## config.mk

```make
export PLATFORM = sky130hd
export DESIGN_NAME = frt_timer
export DESIGN_NICKNAME = d
export VERILOG_FILES = /design/src/hw/frt_pkg.sv /design/src/hw/frt_timer.sv
export SDC_FILE = /design/constraint.sdc
export NUM_CORES = 1
export LEC_CHECK = 0
export BUFFER_PORTS_ARGS = -buffer_cell sky130_fd_sc_hd__buf_4
export CORE_MARGIN = 3
export CORE_UTILIZATION = 45
export CTS_BUF_LIST = sky130_fd_sc_hd__clkbuf_8
export CTS_CLUSTER_DIAMETER = 150
export DETAILED_ROUTE_END_ITERATION = 7
export PLACE_DENSITY_LB_ADDON = 0.2
export SLEW_MARGIN = 20
export SYNTH_ARGS = -nofsm -noshare
export SYNTH_HDL_FRONTEND = slang
export SYNTH_SLANG_ARGS = --single-unit
```

## constraint.sdc

```tcl
create_clock -name pclk -period 2.8 [get_ports pclk]
set_input_delay 0.28 -clock pclk [delete_from_list [all_inputs] [get_ports pclk]]
set_output_delay 0.28 -clock pclk [all_outputs]
set_load 0.01 [all_outputs]
```

## src/hw/frt_pkg.sv

```systemverilog
// Purpose: constants and types of the free-running timer block
// Assumes: APB slave with 32-bit data, one byte register per word
// Notes:   all state of the timer core is carried in frt_state_s
// What this block does
// - 16-bit up-counter and its alternate copy reset to FFFCh, any mode.
// - Writing either counter low byte reloads the counter with FFFCh.
// - Clock select picks CPU clock divided by 2, 4, 8 or external.
// - Clock select value 11 picks the external clock input.
// - Edge select bit picks rising or falling external clock edge.
// - Counter updates are synchronous to the CPU clock.
// - High byte read first latches low byte until low byte is read.
// - Low byte read alone, after a pair, returns the live count.
// - Counter wrap from FFFFh to 0000h sets the overflow flag.
// - Overflow interrupts only when enabled and CPU mask clear.
// - Overflow flag clears after status read then counter low access.
// - Alternate counter low access never clears the overflow flag.
// - Counter runs in wait, stops in halt, resumes from held value.
// - Two capture registers latch the count on the chosen pin edge.
// - Capture sets its flag; shared enable and mask gate interrupt.
// - Capture flag clears after status read then capture low access.
// - Capture high read blocks captures and flag until low read.
// - In one-pulse or PWM operation only capture two works.
// - Capture pins always feed the timer, whatever the pin direction.
// - Compare registers match the count each tick; flag, pin, irq.
// - Compare registers change only by software; reset gives 8000h.
package frt_pkg;

    // ****************************************************************
    // Register byte addresses
    // ****************************************************************
    localparam logic [7:0] A_CTL1   = 8'h00; // timer_control_first
    localparam logic [7:0] A_CTL2   = 8'h04; // timer_control_second
    localparam logic [7:0] A_STAT   = 8'h08; // timer_status_reg
    localparam logic [7:0] A_CNT_HI = 8'h0C;
    localparam logic [7:0] A_CNT_LO = 8'h10;
    localparam logic [7:0] A_ALT_HI = 8'h14;
    localparam logic [7:0] A_ALT_LO = 8'h18;
    localparam logic [7:0] A_CAP_HI = 8'h1C; // channel i at +8*i
    localparam logic [7:0] A_CAP_LO = 8'h20;
    localparam logic [7:0] A_CMP_HI = 8'h2C; // channel i at +8*i
    localparam logic [7:0] A_CMP_LO = 8'h30;
    localparam logic [7:0] A_CH_STEP = 8'h08;

    // ****************************************************************
    // Field positions and codes
    // ****************************************************************
    localparam int C1_CAP_IE = 7;  // capture_irq_enable
    localparam int C1_CMP_IE = 6;  // compare_irq_enable
    localparam int C1_OVF_IE = 5;  // overflow_irq_enable
    localparam int C1_LVL2   = 2;
    localparam int C1_EDGE1  = 1;  // capture_edge_select, channel 1
    localparam int C1_LVL1   = 0;
    localparam int C2_PEN1   = 7;
    localparam int C2_PEN2   = 6;
    localparam int C2_OPM    = 5;  // one_pulse_select
    localparam int C2_PWM    = 4;
    localparam int C2_CS_LO  = 2;  // clock_select [3:2]
    localparam int C2_EDGE2  = 1;
    localparam int C2_EXEDGE = 0;  // ext_clock_edge_select
    localparam int S_CAPF1   = 7;
    localparam int S_CMPF1   = 6;
    localparam int S_OVF     = 5;
    localparam int S_CAPF2   = 4;
    localparam int S_CMPF2   = 3;
    localparam logic [1:0] CS_DIV2 = 2'h0;
    localparam logic [1:0] CS_DIV4 = 2'h1;
    localparam logic [1:0] CS_DIV8 = 2'h2;
    localparam logic [1:0] CS_EXT  = 2'h3;

    // ****************************************************************
    // Reset values
    // ****************************************************************
    localparam logic [15:0] CNT_RST = 16'hFFFC;
    localparam logic [15:0] CNT_TOP = 16'hFFFF;
    localparam logic [15:0] CMP_RST = 16'h8000;

    // ****************************************************************
    // Carriers and state
    // ****************************************************************
    typedef struct packed {
        logic        psel;
        logic        penable;
        logic        pwrite;
        logic [7:0]  paddr;
        logic [31:0] pwdata;
    } frt_apb_req_s;

    typedef struct packed {
        logic [31:0] prdata;
        logic        pready;
        logic        pslverr;
    } frt_apb_rsp_s;

    typedef struct packed {
        frt_apb_rsp_s    rsp;
        logic [7:0]      ctl1;
        logic [7:0]      ctl2;
        logic [15:0]     cnt;
        logic [15:0]     snap;
        logic [2:0]      presc;
        logic [7:0]      cnt_buf;
        logic            cnt_lock;
        logic [7:0]      alt_buf;
        logic            alt_lock;
        logic            ovf;
        logic            ovf_arm;
        logic [1:0][15:0] cap;
        logic [1:0]      cap_lock;
        logic [1:0]      cap_f;
        logic [1:0]      cap_arm;
        logic [1:0][15:0] cmp;
        logic [1:0]      cmp_inh;
        logic [1:0]      cmp_f;
        logic [1:0]      cmp_arm;
        logic [1:0]      pin;
        logic            irq;
        logic [2:0]      ext_s;
        logic [1:0][2:0] cap_s;
    } frt_state_s;

    localparam frt_state_s ST_RST = '{cnt: CNT_RST,
                                      cmp: {CMP_RST, CMP_RST},
                                      default: '0};

endpackage

```

## src/hw/frt_timer.sv

```systemverilog
// Purpose: 16-bit free-running timer with capture and compare
// Assumes: one pclk domain; pins are synchronised inside
// Notes:   byte registers sit one per APB word, upper bits read zero
//
// The APB slave port and the register offsets were left to the implementer.
`timescale 1ns/1ps

module frt_timer (
    input  wire logic                  pclk,
    input  wire logic                  presetn,
    input  wire logic                  clk_en,
    input  wire frt_pkg::frt_apb_req_s apb_req,
    output frt_pkg::frt_apb_rsp_s      apb_rsp,
    input  wire logic                  cpu_irq_mask,
    input  wire logic                  halt_mode,
    input  wire logic                  ext_clock_pin,
    input  wire logic [1:0]            capture_pin,
    output logic [1:0]                 compare_pin,
    output logic                       timer_irq
);
    import frt_pkg::*;

    frt_state_s st_ff;
    frt_state_s nxt_st;
    logic       acc_go;    // first access cycle, data is sampled here
    logic       done;      // completion edge of a transfer
    logic       rd_done;
    logic       wr_done;
    logic       tick;
    logic       div_tick;
    logic       ext_act;
    logic       ovf_set;
    logic [1:0] cap_ev;
    logic [1:0] cmp_hit;
    logic [1:0] cs;
    logic [7:0] a;
    logic [7:0] rdat;
    logic       rerr;

    // ****************************************************************
    // Next state
    // ****************************************************************

    // All timer behaviour in one pass over the state copy
    always_comb begin
        nxt_st   = st_ff;
        a        = apb_req.paddr;
        cs       = st_ff.ctl2[C2_CS_LO+1:C2_CS_LO];
        acc_go   = apb_req.psel & apb_req.penable & ~st_ff.rsp.pready;
        done     = apb_req.psel & apb_req.penable & st_ff.rsp.pready;
        rd_done  = done & ~apb_req.pwrite;
        wr_done  = done & apb_req.pwrite;
        rdat     = 8'h00;
        rerr     = 1'b0;
        cap_ev   = 2'b00;
        cmp_hit  = 2'b00;

        // Pin synchronisers; stage 0 feeds only stage 1
        nxt_st.ext_s = {st_ff.ext_s[1:0], ext_clock_pin};
        for (int i = 0; i < 2; i++) begin
            nxt_st.cap_s[i] = {st_ff.cap_s[i][1:0], capture_pin[i]};
        end

        // Prescaler runs off the CPU clock; halt freezes it
        if (!halt_mode) begin
            nxt_st.presc = st_ff.presc + 3'h1;
        end
        div_tick = (cs == CS_DIV2) ? st_ff.presc[0] :
                   (cs == CS_DIV4) ? &st_ff.presc[1:0] :
                                     &st_ff.presc;
        // Edge found on synchronised stages; spacing keeps one per edge
        ext_act  = (st_ff.ext_s[1] ^ st_ff.ext_s[2]) &
                   (st_ff.ext_s[1] == st_ff.ctl2[C2_EXEDGE]);
        tick     = ~halt_mode &
                   ((cs == CS_EXT) ? ext_act : div_tick);
        ovf_set  = tick & (st_ff.cnt == CNT_TOP);

        // Counter advances on the same CPU clock edge as all else
        if (tick) begin
            nxt_st.cnt = st_ff.cnt + 16'h0001;
        end

        // Compare each tick, ahead of the increment
        for (int i = 0; i < 2; i++) begin
            cmp_hit[i] = tick & ~st_ff.cmp_inh[i] &
                         (st_ff.cnt == st_ff.cmp[i]);
        end
        if (cmp_hit[0] && st_ff.ctl2[C2_PEN1]) begin
            nxt_st.pin[0] = st_ff.ctl1[C1_LVL1];
        end
        if (cmp_hit[1] && st_ff.ctl2[C2_PEN2]) begin
            nxt_st.pin[1] = st_ff.ctl1[C1_LVL2];
        end

        // Captures: pins always watched, blocked while high byte read
        for (int i = 0; i < 2; i++) begin
            cap_ev[i] = (st_ff.cap_s[i][1] ^ st_ff.cap_s[i][2]) &
                        (st_ff.cap_s[i][1] ==
                         ((i == 0) ? st_ff.ctl1[C1_EDGE1]
                                   : st_ff.ctl2[C2_EDGE2])) &
                        ~st_ff.cap_lock[i];
        end
        if (st_ff.ctl2[C2_OPM] || st_ff.ctl2[C2_PWM]) begin
            cap_ev[0] = 1'b0;
        end
        for (int i = 0; i < 2; i++) begin
            if (cap_ev[i]) begin
                nxt_st.cap[i] = st_ff.cnt;
            end
        end

        // Read data is sampled in the first access cycle
        nxt_st.rsp.pready = acc_go;
        if (acc_go) begin
            nxt_st.snap = st_ff.cnt;
            if (a == A_CTL1) begin
                rdat = st_ff.ctl1;
            end else if (a == A_CTL2) begin
                rdat = st_ff.ctl2;
            end else if (a == A_STAT) begin
                rdat[S_CAPF1] = st_ff.cap_f[0];
                rdat[S_CMPF1] = st_ff.cmp_f[0];
                rdat[S_OVF]   = st_ff.ovf;
                rdat[S_CAPF2] = st_ff.cap_f[1];
                rdat[S_CMPF2] = st_ff.cmp_f[1];
            end else if (a == A_CNT_HI || a == A_ALT_HI) begin
                rdat = st_ff.cnt[15:8];
            end else if (a == A_CNT_LO) begin
                rdat = st_ff.cnt_lock ? st_ff.cnt_buf
                                      : st_ff.cnt[7:0];
            end else if (a == A_ALT_LO) begin
                rdat = st_ff.alt_lock ? st_ff.alt_buf
                                      : st_ff.cnt[7:0];
            end else if (a == A_CAP_HI || a == A_CAP_HI + A_CH_STEP) begin
                // High bytes sit at 1C and 24, so bit 3 is inverted here
                rdat = st_ff.cap[~a[3]][15:8];
            end else if (a == A_CAP_LO || a == A_CAP_LO + A_CH_STEP) begin
                rdat = st_ff.cap[a[3]][7:0];
            end else if (a == A_CMP_HI || a == A_CMP_HI + A_CH_STEP) begin
                rdat = st_ff.cmp[~a[3]][15:8];
            end else if (a == A_CMP_LO || a == A_CMP_LO + A_CH_STEP) begin
                rdat = st_ff.cmp[a[3]][7:0];
            end else begin
                rerr = 1'b1;
            end
            nxt_st.rsp.prdata  = {24'h00_0000, rdat};
            nxt_st.rsp.pslverr = rerr;
        end

        // Status read arms the clear of flags it reported set
        if (rd_done && a == A_STAT) begin
            nxt_st.ovf_arm    = st_ff.rsp.prdata[S_OVF];
            nxt_st.cap_arm[0] = st_ff.rsp.prdata[S_CAPF1];
            nxt_st.cap_arm[1] = st_ff.rsp.prdata[S_CAPF2];
            nxt_st.cmp_arm[0] = st_ff.rsp.prdata[S_CMPF1];
            nxt_st.cmp_arm[1] = st_ff.rsp.prdata[S_CMPF2];
        end

        // Counter byte reads: high byte locks the low byte snapshot
        if (rd_done && a == A_CNT_HI && !st_ff.cnt_lock) begin
            nxt_st.cnt_buf  = st_ff.snap[7:0];
            nxt_st.cnt_lock = 1'b1;
        end
        if (rd_done && a == A_ALT_HI && !st_ff.alt_lock) begin
            nxt_st.alt_buf  = st_ff.snap[7:0];
            nxt_st.alt_lock = 1'b1;
        end
        if (rd_done && a == A_CNT_LO) begin
            nxt_st.cnt_lock = 1'b0;
        end
        if (rd_done && a == A_ALT_LO) begin
            nxt_st.alt_lock = 1'b0;
        end

        // Low byte writes restart the count from the one reload value
        if (wr_done && (a == A_CNT_LO || a == A_ALT_LO)) begin
            nxt_st.cnt   = CNT_RST;
            nxt_st.presc = 3'h0;
        end

        // Overflow: only the main low byte finishes the clear
        if (done && a == A_CNT_LO && st_ff.ovf_arm) begin
            nxt_st.ovf     = 1'b0;
            nxt_st.ovf_arm = 1'b0;
        end
        // Alternate low byte deliberately leaves the flag alone
        if (ovf_set) begin
            nxt_st.ovf = 1'b1;
        end

        // Capture channel byte accesses and flag clearing
        for (int i = 0; i < 2; i++) begin
            if (rd_done && a == A_CAP_HI + A_CH_STEP * 8'(i)) begin
                nxt_st.cap_lock[i] = 1'b1;
            end
            if (rd_done && a == A_CAP_LO + A_CH_STEP * 8'(i)) begin
                nxt_st.cap_lock[i] = 1'b0;
            end
            if (done && a == A_CAP_LO + A_CH_STEP * 8'(i) &&
                st_ff.cap_arm[i]) begin
                nxt_st.cap_f[i]   = 1'b0;
                nxt_st.cap_arm[i] = 1'b0;
            end
            if (cap_ev[i]) begin
                nxt_st.cap_f[i] = 1'b1;
            end
        end

        // Compare channels: high write inhibits until low write
        for (int i = 0; i < 2; i++) begin
            if (wr_done && a == A_CMP_HI + A_CH_STEP * 8'(i)) begin
                nxt_st.cmp[i][15:8] = apb_req.pwdata[7:0];
                nxt_st.cmp_inh[i]   = 1'b1;
            end
            if (wr_done && a == A_CMP_LO + A_CH_STEP * 8'(i)) begin
                nxt_st.cmp[i][7:0] = apb_req.pwdata[7:0];
                nxt_st.cmp_inh[i]  = 1'b0;
            end
            if (done && a == A_CMP_LO + A_CH_STEP * 8'(i) &&
                st_ff.cmp_arm[i]) begin
                nxt_st.cmp_f[i]   = 1'b0;
                nxt_st.cmp_arm[i] = 1'b0;
            end
            if (cmp_hit[i]) begin
                nxt_st.cmp_f[i] = 1'b1;
            end
        end

        // Control writes
        if (wr_done && a == A_CTL1) begin
            nxt_st.ctl1 = apb_req.pwdata[7:0];
        end
        if (wr_done && a == A_CTL2) begin
            nxt_st.ctl2 = apb_req.pwdata[7:0];
        end

        // Interrupt is a level that stays while an enabled source is pending and the CPU mask is clear
        nxt_st.irq = ~cpu_irq_mask &
                     ((st_ff.ovf & st_ff.ctl1[C1_OVF_IE]) |
                      (|st_ff.cap_f & st_ff.ctl1[C1_CAP_IE]) |
                      (|st_ff.cmp_f & st_ff.ctl1[C1_CMP_IE]));
    end

    // ****************************************************************
    // State register
    // ****************************************************************

    // Reset loads the documented counter and compare values
    always_ff @(posedge pclk or negedge presetn) begin
        if (!presetn) begin
            st_ff <= ST_RST;
        end else if (clk_en) begin
            st_ff <= nxt_st;
        end
    end

    // Outputs straight from the state register
    assign apb_rsp     = st_ff.rsp;
    assign compare_pin = st_ff.pin;
    assign timer_irq   = st_ff.irq;
endmodule

```

Word level (Yosys, flattened, before mapping)
Index checks and enable logic that the tools add are counted.
W data, S select, Z words.
Word-level totals
  register bits: 161
  latch bits: 0
  RAM bits: 0
  bits in read-only memories: 0
  input port bits: 51
  word-level logic and storage cells: 260
  memories: 0
Operators by class
  add/sub/neg operators: 2
  multipliers: 0
  divide/modulo/power cells: 0
  magnitude comparators: 2
  equality and inequality tests: 23
  shift-type cells: 0
  muxes and demuxes: 68
  bitwise operators: 34
  reductions and logical operators: 93
Operator list (count)
  $mux W8: 15
  $mux W16: 6
  $reduce_and A2 Y1: 32
  $eq A8 B6 Y1 const B: 7
  $mux W1: 40
  $reduce_bool A2 Y1: 17
  $eq A16 B16 Y1: 2
  $eq A8 B5 Y1 const B: 4
  $logic_and A1 B1 Y1: 30
  $and A1 B1 Y1: 20
  $add A16 B1 Y16 const B: 1
  $eq A16 B16 Y1 const B: 1
  $eq A8 B4 Y1 const B: 2
  $mux W3: 3
  $not A1 Y1: 9
  $eq A8 B3 Y1 const B: 1
  $logic_not A8 Y1: 1
  $logic_or A1 B1 Y1: 7
  $mux W2: 3
  $mux W5: 1
  $lt A1 B2 Y1 const B: 2
  $reduce_or A2 Y1: 2
  $add A3 B1 Y3 const B: 1
  $eq A1 B1 Y1: 3
  8 further kinds: 12

Logic depth before layout (Yosys ltp)
Gate-level depths: netlist (run 1).
  depth after elaboration: 12
  depth in mapped cells: 9
  mapped depth without buffers: 6

Least setup slack after synthesis (run 1)
Ideal clock, no wire load.
  path type: input -> register
  start: in apb_req[37] in the netlist's numbering
  end: reg st_ff[149] in the netlist's numbering
  library setup time: 125 ps
  arrival: 2003 ps
  data required time: 2675 ps
  slack: 672 ps
  stages on the path: 6
  buffers on the path: 3
  cells stage by stage: clkbuf_2 -> or4_4 -> buf_2 -> nor3_1 -> buf_2 -> mux2_2
Between the ends
  cells in the longest elaborated chain, start to end: 3
RTL lines
  from (decl): line frt_timer.sv:12  | input wire frt_pkg::frt_apb_req_s apb_req,
  $eq A8 B3 Y1: line frt_timer.sv:233  | if (wr_done && a == A_CTL2) begin
  $logic_and A1 B1 Y1: line frt_timer.sv:233
  $reduce_and A2 Y1 (no source line)
  to (signal assigned): line frt_timer.sv:253  | st_ff <= nxt_st;
  to (decl): line frt_timer.sv:23  | frt_state_s st_ff;
No other way between the ends.
A chain may end at the register's enable or synchronous reset.

Final worst setup path (run 1)
  start: reg st_ff[108] in the netlist's numbering
  end: reg st_ff, in the netlist compare_pin[1]
Between the ends
  cells in the longest elaborated chain, start to end: 9
RTL lines
  $reduce_and A3 Y1 or $reduce_and A2 Y1 (tied branches): line frt_timer.sv:70, frt_timer.sv:69
  $mux W1: line frt_timer.sv:69  | (cs == CS_DIV4) ? &st_ff.presc[1:0] :
  $mux W1 *: line frt_timer.sv:68  | div_tick = (cs == CS_DIV2) ? st_ff.presc[0] :
  $mux W1 *: line frt_timer.sv:75  | ((cs == CS_EXT) ? ext_act : div_tick);
  $and A1 B1 Y1 *: line frt_timer.sv:74  | tick = ~halt_mode &
  $and A1 B1 Y1 * (2 in series): line frt_timer.sv:85  | cmp_hit[i] = tick & ~st_ff.cmp_inh[i] &
  $logic_and A1 B1 Y1 *: line frt_timer.sv:91  | if (cmp_hit[1] && st_ff.ctl2[C2_PEN2]) begin
  $reduce_and A2 Y1 (no source line) *
Mark *: on every way between the ends. The rest lies on a longest branch, timed or not.

==> results_tabular.tex, run 1 <==
\begin{tabular}{lr}
\hline
Metric & Value \\
\hline
\multicolumn{2}{l}{\textbf{Setup path}} \\
Max FO, Critical Path & 8 \\
Capture instance of the worst register-to-register path & compare\_pin[1] \\
WP data required & around 3.2 ns \\
Worst setup path category & reg -> reg \\
Startpoint class of the critical path & flip-flop \\
Critical path data arrival time & approximately 2.7 ns \\
Path depth of the worst reg2reg path & 6 \\
Reg2Reg Launch Point & st\_ff[108] \\
R2R setup slack & 0.51 ns \\
CP Capture Type & flip-flop \\
\multicolumn{2}{l}{\textbf{Place}} \\
Global placer's final weighted congestion & approximately 0.94 \\
Detailed-placement wirelength estimate & between 15 and 20 mm \\
Number of buffers inserted by port buffering & 39 \\
Number of cells in the design after placement & $\sim$1100 \\
\multicolumn{2}{l}{\textbf{CTS}} \\
Worst skew pair latency & between 0.4 and 0.5 ns \\
Post-CTS Setup Repair Bufs & 0 \\
Number of resized instances in the post-cts repair step & 0 \\
Library cell used as clock root buffer & clkbuf\_8 \\
TritonCTS Buffers & 17 \\
TritonCTS clock tree & yes \\
TritonCTS Sinks & 161 \\
Number of levels the H-tree was split into & 4 \\
Clock slew at the register clock pins of the worst setup and hold paths & 0.10 ns \\
Longest Clk Path Bufs & 2 \\
\multicolumn{2}{l}{\textbf{Finish}} \\
Area growth, synth to finish & 10.16\% \\
Non-Filler Instances & 1172 \\
Fill count & 1862 \\
Fin nets & $\sim$950 \\
Fraction of layout cells with a size suffix above 1 & approximately 28\% \\
\multicolumn{2}{l}{\textbf{Hold path}} \\
Hold endpoint & nxt\_st[1] \\
Min-Delay Path Depth & 2 \\
Hold path startpoint & capture\_pin[0] \\
Type of the worst min-delay path & in -> reg \\
\multicolumn{2}{l}{\textbf{Yosys}} \\
Leading register cell type out of synthesis & dfrtp\_1 \\
Compound-cell area share of the yosys netlist & around 12\% \\
YS warnings & 0 \\
Seq cells post-synth & 161 \\
Adder-cell share of the synthesized area & less than 1\% \\
Number of enable-type register cells in the synthesized netlist & 0 \\
Number of library cell types mapped by synthesis & 82 \\
Sequential share of the synthesized area & 44.93\% \\
Number of instances in the synthesized netlist & a little under 900 \\
FFs w/ async S/R, synth & between 90\% and 100\% \\
Share of the synthesized netlist area taken by xor and xnor gates & $\sim$3.5\% \\
Post-synth design cell area & approximately 0.009 sq mm \\
Mean post-synth cell area & 10.38 sq um \\
Simple-gate share of the synthesized area & approximately 17\% \\
Dominant combinational cell family by area after synthesis & simple AND/OR/NAND/NOR gates \\
Mux contribution to synthesized area & approximately 15\% \\
\multicolumn{2}{l}{\textbf{Floorplan}} \\
Die Y & 147.5 um \\
Horizontal die dimension & 147.5 um \\
Full die area & 0.02176 sq mm \\
Core area & between 0.015 and 0.02 sq mm \\
I/O pins & $\sim$90 \\
Effective utilization at floorplan & between 40\% and 50\% \\
FP Rows & 51 \\
\multicolumn{2}{l}{\textbf{Pwr}} \\
Worst-case vdd ir drop & around 0.4 mV \\
Cell leakage power & $\sim$4.4 nW \\
Power density of the placed cells & approximately 520 mW/mm\^{}2 \\
\multicolumn{2}{l}{\textbf{GRT}} \\
Antenna violations before repair & 1 \\
GRT Overall Usage & 25.03\% \\
Overflow left after global routing & 0 \\
Number of global-route vias before repair & slightly below 7000 \\
Pin count of the biggest net entering global routing & 63 \\
First-pass GRT wire length & roughly 40 mm \\
\multicolumn{2}{l}{\textbf{STA}} \\
Total Negative Setup Slacks & 0 ns \\
Transition time at the pin with the least slew margin & approximately 0.86 ns \\
Shortest clock period the worst path allows after layout & 2.294 ns \\
Maximum achievable frequency & 0.4360 GHz \\
Max Slew Vio Count & 0 \\
Final setup vio count & 0 \\
Portion of the clock cycle consumed by the worst path in the final layout & between 80\% and 90\% \\
Worst clock skew on the final layout & roughly 0.018 ns \\
Final Hold Fails & 0 \\
Unrepaired setup endpoints after global routing & no \\
Relative slew slack & between 40\% and 50\% \\
\multicolumn{2}{l}{\textbf{Detailed routing}} \\
Aggregate routed wire length & 26.68 mm \\
Starting DRT DRC Count & about 700 \\
Detail Route Antenna Nets & 0 \\
Drt first pass iters & 6 \\
Number of vias in the routed layout & roughly 7000 \\
Post-route DRC violation count & 0 \\
Detail-routed net length per standard cell & 22.77 um \\
Post-DR vias/cell & $\sim$6 \\
\multicolumn{2}{l}{\textbf{Outcome}} \\
Status & complete, no violations \\
\multicolumn{2}{l}{\textbf{Run}} \\
Count of maximum capacitance violations & 0 \\
\hline
\end{tabular}
-- layer usage --
| layer | global-route usage, % | vias to the layer above | part of all wire, % |
|---|---|---|---|
| met4 | 7.456 | 2 | 2.3 |
| met1 | 37.15 | 3491 | 45 |
| li1 | - | 3190 | - |
| met5 | 0 | - | 0.034 |
| met2 | 37.28 | 299 | 44 |
| met3 | 4.936 | 40 | 8.3 |
-- critical path, cell delays in order (launching register included) --
cell	delay [ns]
dfrtp_1	0.42
ha_1	0.23
ha_1	0.19
a2111o_1	0.54
and2_1	0.30
nand4_1	0.17
mux2_2	0.34
-- through the flow --
step / setup slack, ns / util [%] / hold WS, ns / total power, mW / cell area, sq um
finish: 0.5065 / 50.67 / 0.03846 / 5.204 / 9927
global route: 0.3504 / 50.66 / 0.03375 / 5.411 / 9925
CTS: 0.5122 / 50.62 / 0.02128 / 5.217 / 9917
detailed placement: 0.3087 / 48.66 / 0.2444 / 3.557 / 9532
global placement: 0.3574 / 48.66 / 0.2505 / 3.537 / 9532
floorplan: 0.6721 / - / -0.01559 / 3.229 / 9097
-- how the worst max path moves through the flow --
stage	from	end	slack, ns	cells past startpoint
3_3_place_gp	apb_req[34]	apb_rsp[2]	0.36	8
5_1_grt	st_ff[108]	st_ff[137]	0.35	6
2_1_floorplan	apb_req[37]	st_ff[149]	0.67	6
4_1_cts	st_ff[108]	compare_pin[1]	0.51	6
3_5_place_dp	apb_req[34]	apb_rsp[2]	0.31	8
6_report	st_ff[108]	compare_pin[1]	0.51	6
-- flip-flops by register name, summed over array words and instances, names as in the netlist --
| name | flops |
|---|---|
| compare_pin | 2 |
| st_ff | 140 |
| timer_irq | 1 |
| nxt_st | 6 |
| apb_rsp | 10 |
| cs | 2 |
-- cell usage after synthesis (all sizes together) (24+ instances only) --
master	n	area share, %
mux2i	24	2.7
mux2	100	12
a21oi	24	1.3
buf	53	4.0
xnor2	33	3.2
o21ai	49	2.7
nor3	26	2.1
nor2	35	1.5
dfrtp	145	40
nand2	75	3.1
clkbuf	44	1.9
nand3	38	2.2
-- placed cells by master, fill, tap and decap left out, types with 6 or more instances in the layout --
cell | Yosys | routed
a2111oi_0 | 7 | 7
a21oi_1 | 24 | 24
a221oi_1 | 6 | 6
a31oi_1 | 7 | 7
and4b_1 | 8 | 8
buf_4 | 36 | 77
clkbuf_8 | 0 | 18
conb_1 | 1 | 24
dfrtp_1 | 145 | 145
dfstp_2 | 16 | 16
inv_1 | 15 | 15
mux2_2 | 100 | 100
mux2i_1 | 24 | 24
nand2_1 | 75 | 75
nand2b_1 | 11 | 11
nand3_1 | 36 | 36
nand4_1 | 15 | 15
nor2_1 | 35 | 35
nor3_1 | 21 | 21
nor4_1 | 8 | 8
o21ai_0 | 48 | 48
o311ai_0 | 6 | 6
o31ai_1 | 9 | 9
or4_1 | 10 | 10
xnor2_1 | 33 | 33
-- final cells by class --
class | instances | area [sq um] | share of cell area, %
antenna | 1 | 2.502 | 0.02521
inverter | 16 | 60.06 | 0.6050
multi-input combinational | 617 | 4469 | 45.02
sequential | 161 | 4049 | 40.79
clock inverter | 13 | 127.6 | 1.286
timing repair buffer | 81 | 639.4 | 6.441
tap | 265 | 331.6 | 3.340
clock buffer | 18 | 247.7 | 2.496
-- where the power goes --
group | leakage (nW) | total (mW) | internal, mW | switching [mW]
Sequential | 2.08 | 2.71 | 2.52 | 0.193
Combinational | 2.18 | 0.808 | 0.345 | 0.463
Clock | 0.188 | 1.68 | 0.738 | 0.943
-- cells by family (layout without fill, tap and decap cells) --
logic type / count (synthesis) / count (layout)
AOI/OAI and AO/OA: 162 / 162
xor gates and xnor gates: 36 / 36
adders and majority gates: 3 / 3
buffers and inverters: 113 / 128
DFF: 161 / 161
muxes: 124 / 124
other: 1 / 25
and+or+nand+nor: 268 / 268
-- repair_timing --
action | 4_1_cts | 5_1_grt
hold buffers | 1 | 0
hold endpoints to repair | 31 | 0
endpoints found under the setup margin | 0 | 0
Note: power is estimated with default switching activity, not from simulation.
==> run 2, diff against run 1 <==
Clock period 2.8 ns to 2.2 ns, I/O delays scaled along.
==> results_tabular.tex, run 2 (synthesis results as in run 1) <==
\begin{tabular}{lr}
\hline
Metric & Value \\
\hline
\multicolumn{2}{l}{\textbf{Outcome}} \\
Status & complete, no violations (unchanged) \\
\multicolumn{2}{l}{\textbf{Pwr}} \\
Cell leakage power & 4.777 nW (was 4.446 nW) \\
Worst-case vdd ir drop & 0.4737 mV (was 0.3913 mV) \\
Proportion of power drawn by flip-flops and latches & 49.2\% (was 52.2\%) \\
Clock network power share & 34.7\% (was 32.3\%) \\
Fraction of power consumed by combinational cells & 16.2\% (was 15.5\%) \\
Net switching component of the power & 2.094 mW (was 1.599 mW) \\
Power density of the placed cells & 662.0 mW/mm\^{}2 (was 524.2 mW/mm\^{}2) \\
Sw frac & 30.11\% (was 30.73\%) \\
Design internal power & 4.860 mW (was 3.605 mW) \\
\multicolumn{2}{l}{\textbf{Setup path}} \\
WP data required & 2.58 ns (was 3.17 ns) \\
Startpoint class of the critical path & flip-flop (unchanged) \\
Max FO, Critical Path & 8 (unchanged) \\
Worst setup path category & reg -> reg (unchanged) \\
Critical path data arrival time & 2.44 ns (was 2.66 ns) \\
R2R setup slack & 0.14 ns (was 0.51 ns) \\
CP Capture Type & flip-flop (unchanged) \\
\multicolumn{2}{l}{\textbf{Finish}} \\
Most frequent cells in the layout & 145 x dfrtp\_1, 128 x buf\_4, 100 x mux2\_2, 75 x nand2\_1, 48 x o21ai\_0 (was 145 x dfrtp\_1, 100 x mux2\_2, 77 x buf\_4, 75 x nand2\_1, 48 x o21ai\_0) \\
Fin nets & 1009 (was 948) \\
Most common cell after layout, fill and taps aside & dfrtp\_1 (unchanged) \\
Antenna cells & 0 (was 1) \\
Register with the highest flop count & st\_ff (unchanged) \\
Fill count & 1783 (was 1862) \\
Largest register FFs & 140 (unchanged) \\
Non-Filler Instances & 1233 (was 1172) \\
Fraction of layout cells with a size suffix above 1 & 31.92\% (was 27.70\%) \\
Area growth, synth to finish & 16.58\% (was 10.16\%) \\
\multicolumn{2}{l}{\textbf{Detailed routing}} \\
Post-DR vias/cell & 5.842 (was 5.991) \\
Detail-routed net length per standard cell & 23.02 um (was 22.77 um) \\
Aggregate routed wire length & 28.39 mm (was 26.68 mm) \\
Drt first pass iters & 5 (was 6) \\
Detail Route Antenna Nets & 0 (unchanged) \\
Starting DRT DRC Count & 669 (was 697) \\
Post-route DRC violation count & 0 (unchanged) \\
Number of vias in the routed layout & 7203 (was 7022) \\
\multicolumn{2}{l}{\textbf{Hold path}} \\
Type of the worst min-delay path & in -> reg (unchanged) \\
\multicolumn{2}{l}{\textbf{Place}} \\
Global placer's final weighted congestion & 0.9925 (was 0.9447) \\
Detailed-placement wirelength estimate & 21.49 mm (was 19.51 mm) \\
Number of buffers inserted by port buffering & 39 (unchanged) \\
Number of cells in the design after placement & 1195 (was 1139) \\
\multicolumn{2}{l}{\textbf{CTS}} \\
Library cell used as clock root buffer & clkbuf\_8 (unchanged) \\
Clock slew at the register clock pins of the worst setup and hold paths & 0.11 ns (was 0.10 ns) \\
Longest Clk Path Bufs & 2 (unchanged) \\
Worst skew pair latency & 0.48 ns (about the same) \\
Number of levels the H-tree was split into & 4 (unchanged) \\
TritonCTS Buffers & 17 (unchanged) \\
TritonCTS Sinks & 161 (unchanged) \\
TritonCTS clock tree & yes (unchanged) \\
\multicolumn{2}{l}{\textbf{STA}} \\
Maximum achievable frequency & 0.4852 GHz (was 0.4360 GHz) \\
Total Negative Setup Slacks & 0 ns (unchanged) \\
Worst clock skew on the final layout & 0.01751 ns (was 0.01789 ns) \\
Portion of the clock cycle consumed by the worst path in the final layout & 93.69\% (was 81.91\%) \\
Unrepaired setup endpoints after global routing & no (unchanged) \\
Relative slew slack & 32.49\% (was 41.52\%) \\
Max Slew Vio Count & 0 (unchanged) \\
Transition time at the pin with the least slew margin & 0.9872 ns (was 0.8552 ns) \\
Shortest clock period the worst path allows after layout & 2.061 ns (was 2.294 ns) \\
Worst hold slack after final layout & 0.03750 ns (was 0.03846 ns) \\
Final Hold Fails & 0 (unchanged) \\
Final setup vio count & 0 (unchanged) \\
\multicolumn{2}{l}{\textbf{GRT}} \\
Number of global-route vias before repair & 7265 (was 6741) \\
Antenna violations before repair & 0 (was 1) \\
Global routing met1 resource utilization & 37.89\% (was 37.15\%) \\
GRT Max-Usage Layer & met2 (unchanged) \\
Pin count of the biggest net entering global routing & 59 (was 63) \\
Global routing usage on met3 & 5.886\% (was 4.936\%) \\
First-pass GRT wire length & 43.75 mm (was 41.17 mm) \\
Overflow left after global routing & 0 (unchanged) \\
GRT Overall Usage & 26.63\% (was 25.03\%) \\
GR Layer Usage met2 & 40.35\% (was 37.28\%) \\
\multicolumn{2}{l}{\textbf{Floorplan}} \\
Core area & 0.01959 sq mm (unchanged) \\
FP Rows & 51 (unchanged) \\
I/O pins & 88 (unchanged) \\
Full die area & 0.02176 sq mm (unchanged) \\
Horizontal die dimension & 147.5 um (unchanged) \\
Effective utilization at floorplan & 46.00\% (unchanged) \\
Die Y & 147.5 um (unchanged) \\
\multicolumn{2}{l}{\textbf{Run}} \\
Count of maximum capacitance violations & 0 (unchanged) \\
\hline
\end{tabular}
run 2: power groups by stage:
stage | sequential, mW | combinational, mW | clock [mW]
3_3_place_gp | 3.46 | 1.10 | 0
4_1_cts | 3.42 | 1.12 | 2.44
6_report | 3.42 | 1.12 | 2.41
5_1_grt | 3.45 | 1.25 | 2.56
2_1_floorplan | 3.36 | 0.748 | 0
3_5_place_dp | 3.47 | 1.11 | 0
run 2: repair_timing:
item / CTS / global route
setup endpoints to repair: 0 / 2
gates resized for setup: 0 / 2
hold buffers: 6 / 0
hold endpoints to repair: 49 / 0
buffers inserted: 0 / 0
run 2: final cells by class:
type | count | area (sq um) | share of cell area (%)
multi-input cells | 617 | 4464 | 42.50
repair buffers | 142 | 1172 | 11.16
well taps | 265 | 331.6 | 3.156
flip-flops and latches | 161 | 4049 | 38.54
clock buffers | 17 | 234.0 | 2.227
inverters | 16 | 60.06 | 0.5717
clock inverters | 15 | 193.9 | 1.846
run 2: critical path, cell delays in order, from the launching register on:
cell	delay (ns)
dfrtp_1	0.42
ha_1	0.22
ha_1	0.19
a2111o_1	0.42
and2_2	0.24
nand4_1	0.12
mux2_2	0.34
run 2: final timing paths:
check / endpoint / cells after the start / startpoint
max in group asynchronous: st_ff[137] / 3 / presetn
min in group asynchronous: st_ff[115] / 2 / presetn
setup reg to reg: compare_pin[1] / 6 / st_ff[108]
hold / removal: st_ff[149] / 2 / apb_req[6]
hold reg to reg: st_ff[78] / 2 / st_ff[78]
setup / recovery: compare_pin[1] / 6 / st_ff[108]
run 2: metal layers:
| metal | up-vias | wire length (um) | part of all wire (%) |
|---|---|---|---|
| li1 | 3300 | - | - |
| met1 | 3599 | 13040 | 46 |
| met2 | 251 | 12700 | 45 |
| met3 | 53 | 1841 | 6.5 |
| met4 | 0 | 804 | 2.8 |
| met5 | - | 0 | 0 |
run 2: stage by stage:
stage          setup slack (ns)  area [sq um]  utilization, %  power [mW]
2_1_floorplan            0.1255          9097               -       4.110
3_3_place_gp           -0.06439         10010           51.12       4.560
3_5_place_dp           -0.04914         10010           51.12       4.585
4_1_cts                  0.1072         10500           53.61       6.986
5_1_grt                 0.01683         10510           53.62       7.264
6_report                 0.1389         10510           53.62       6.954
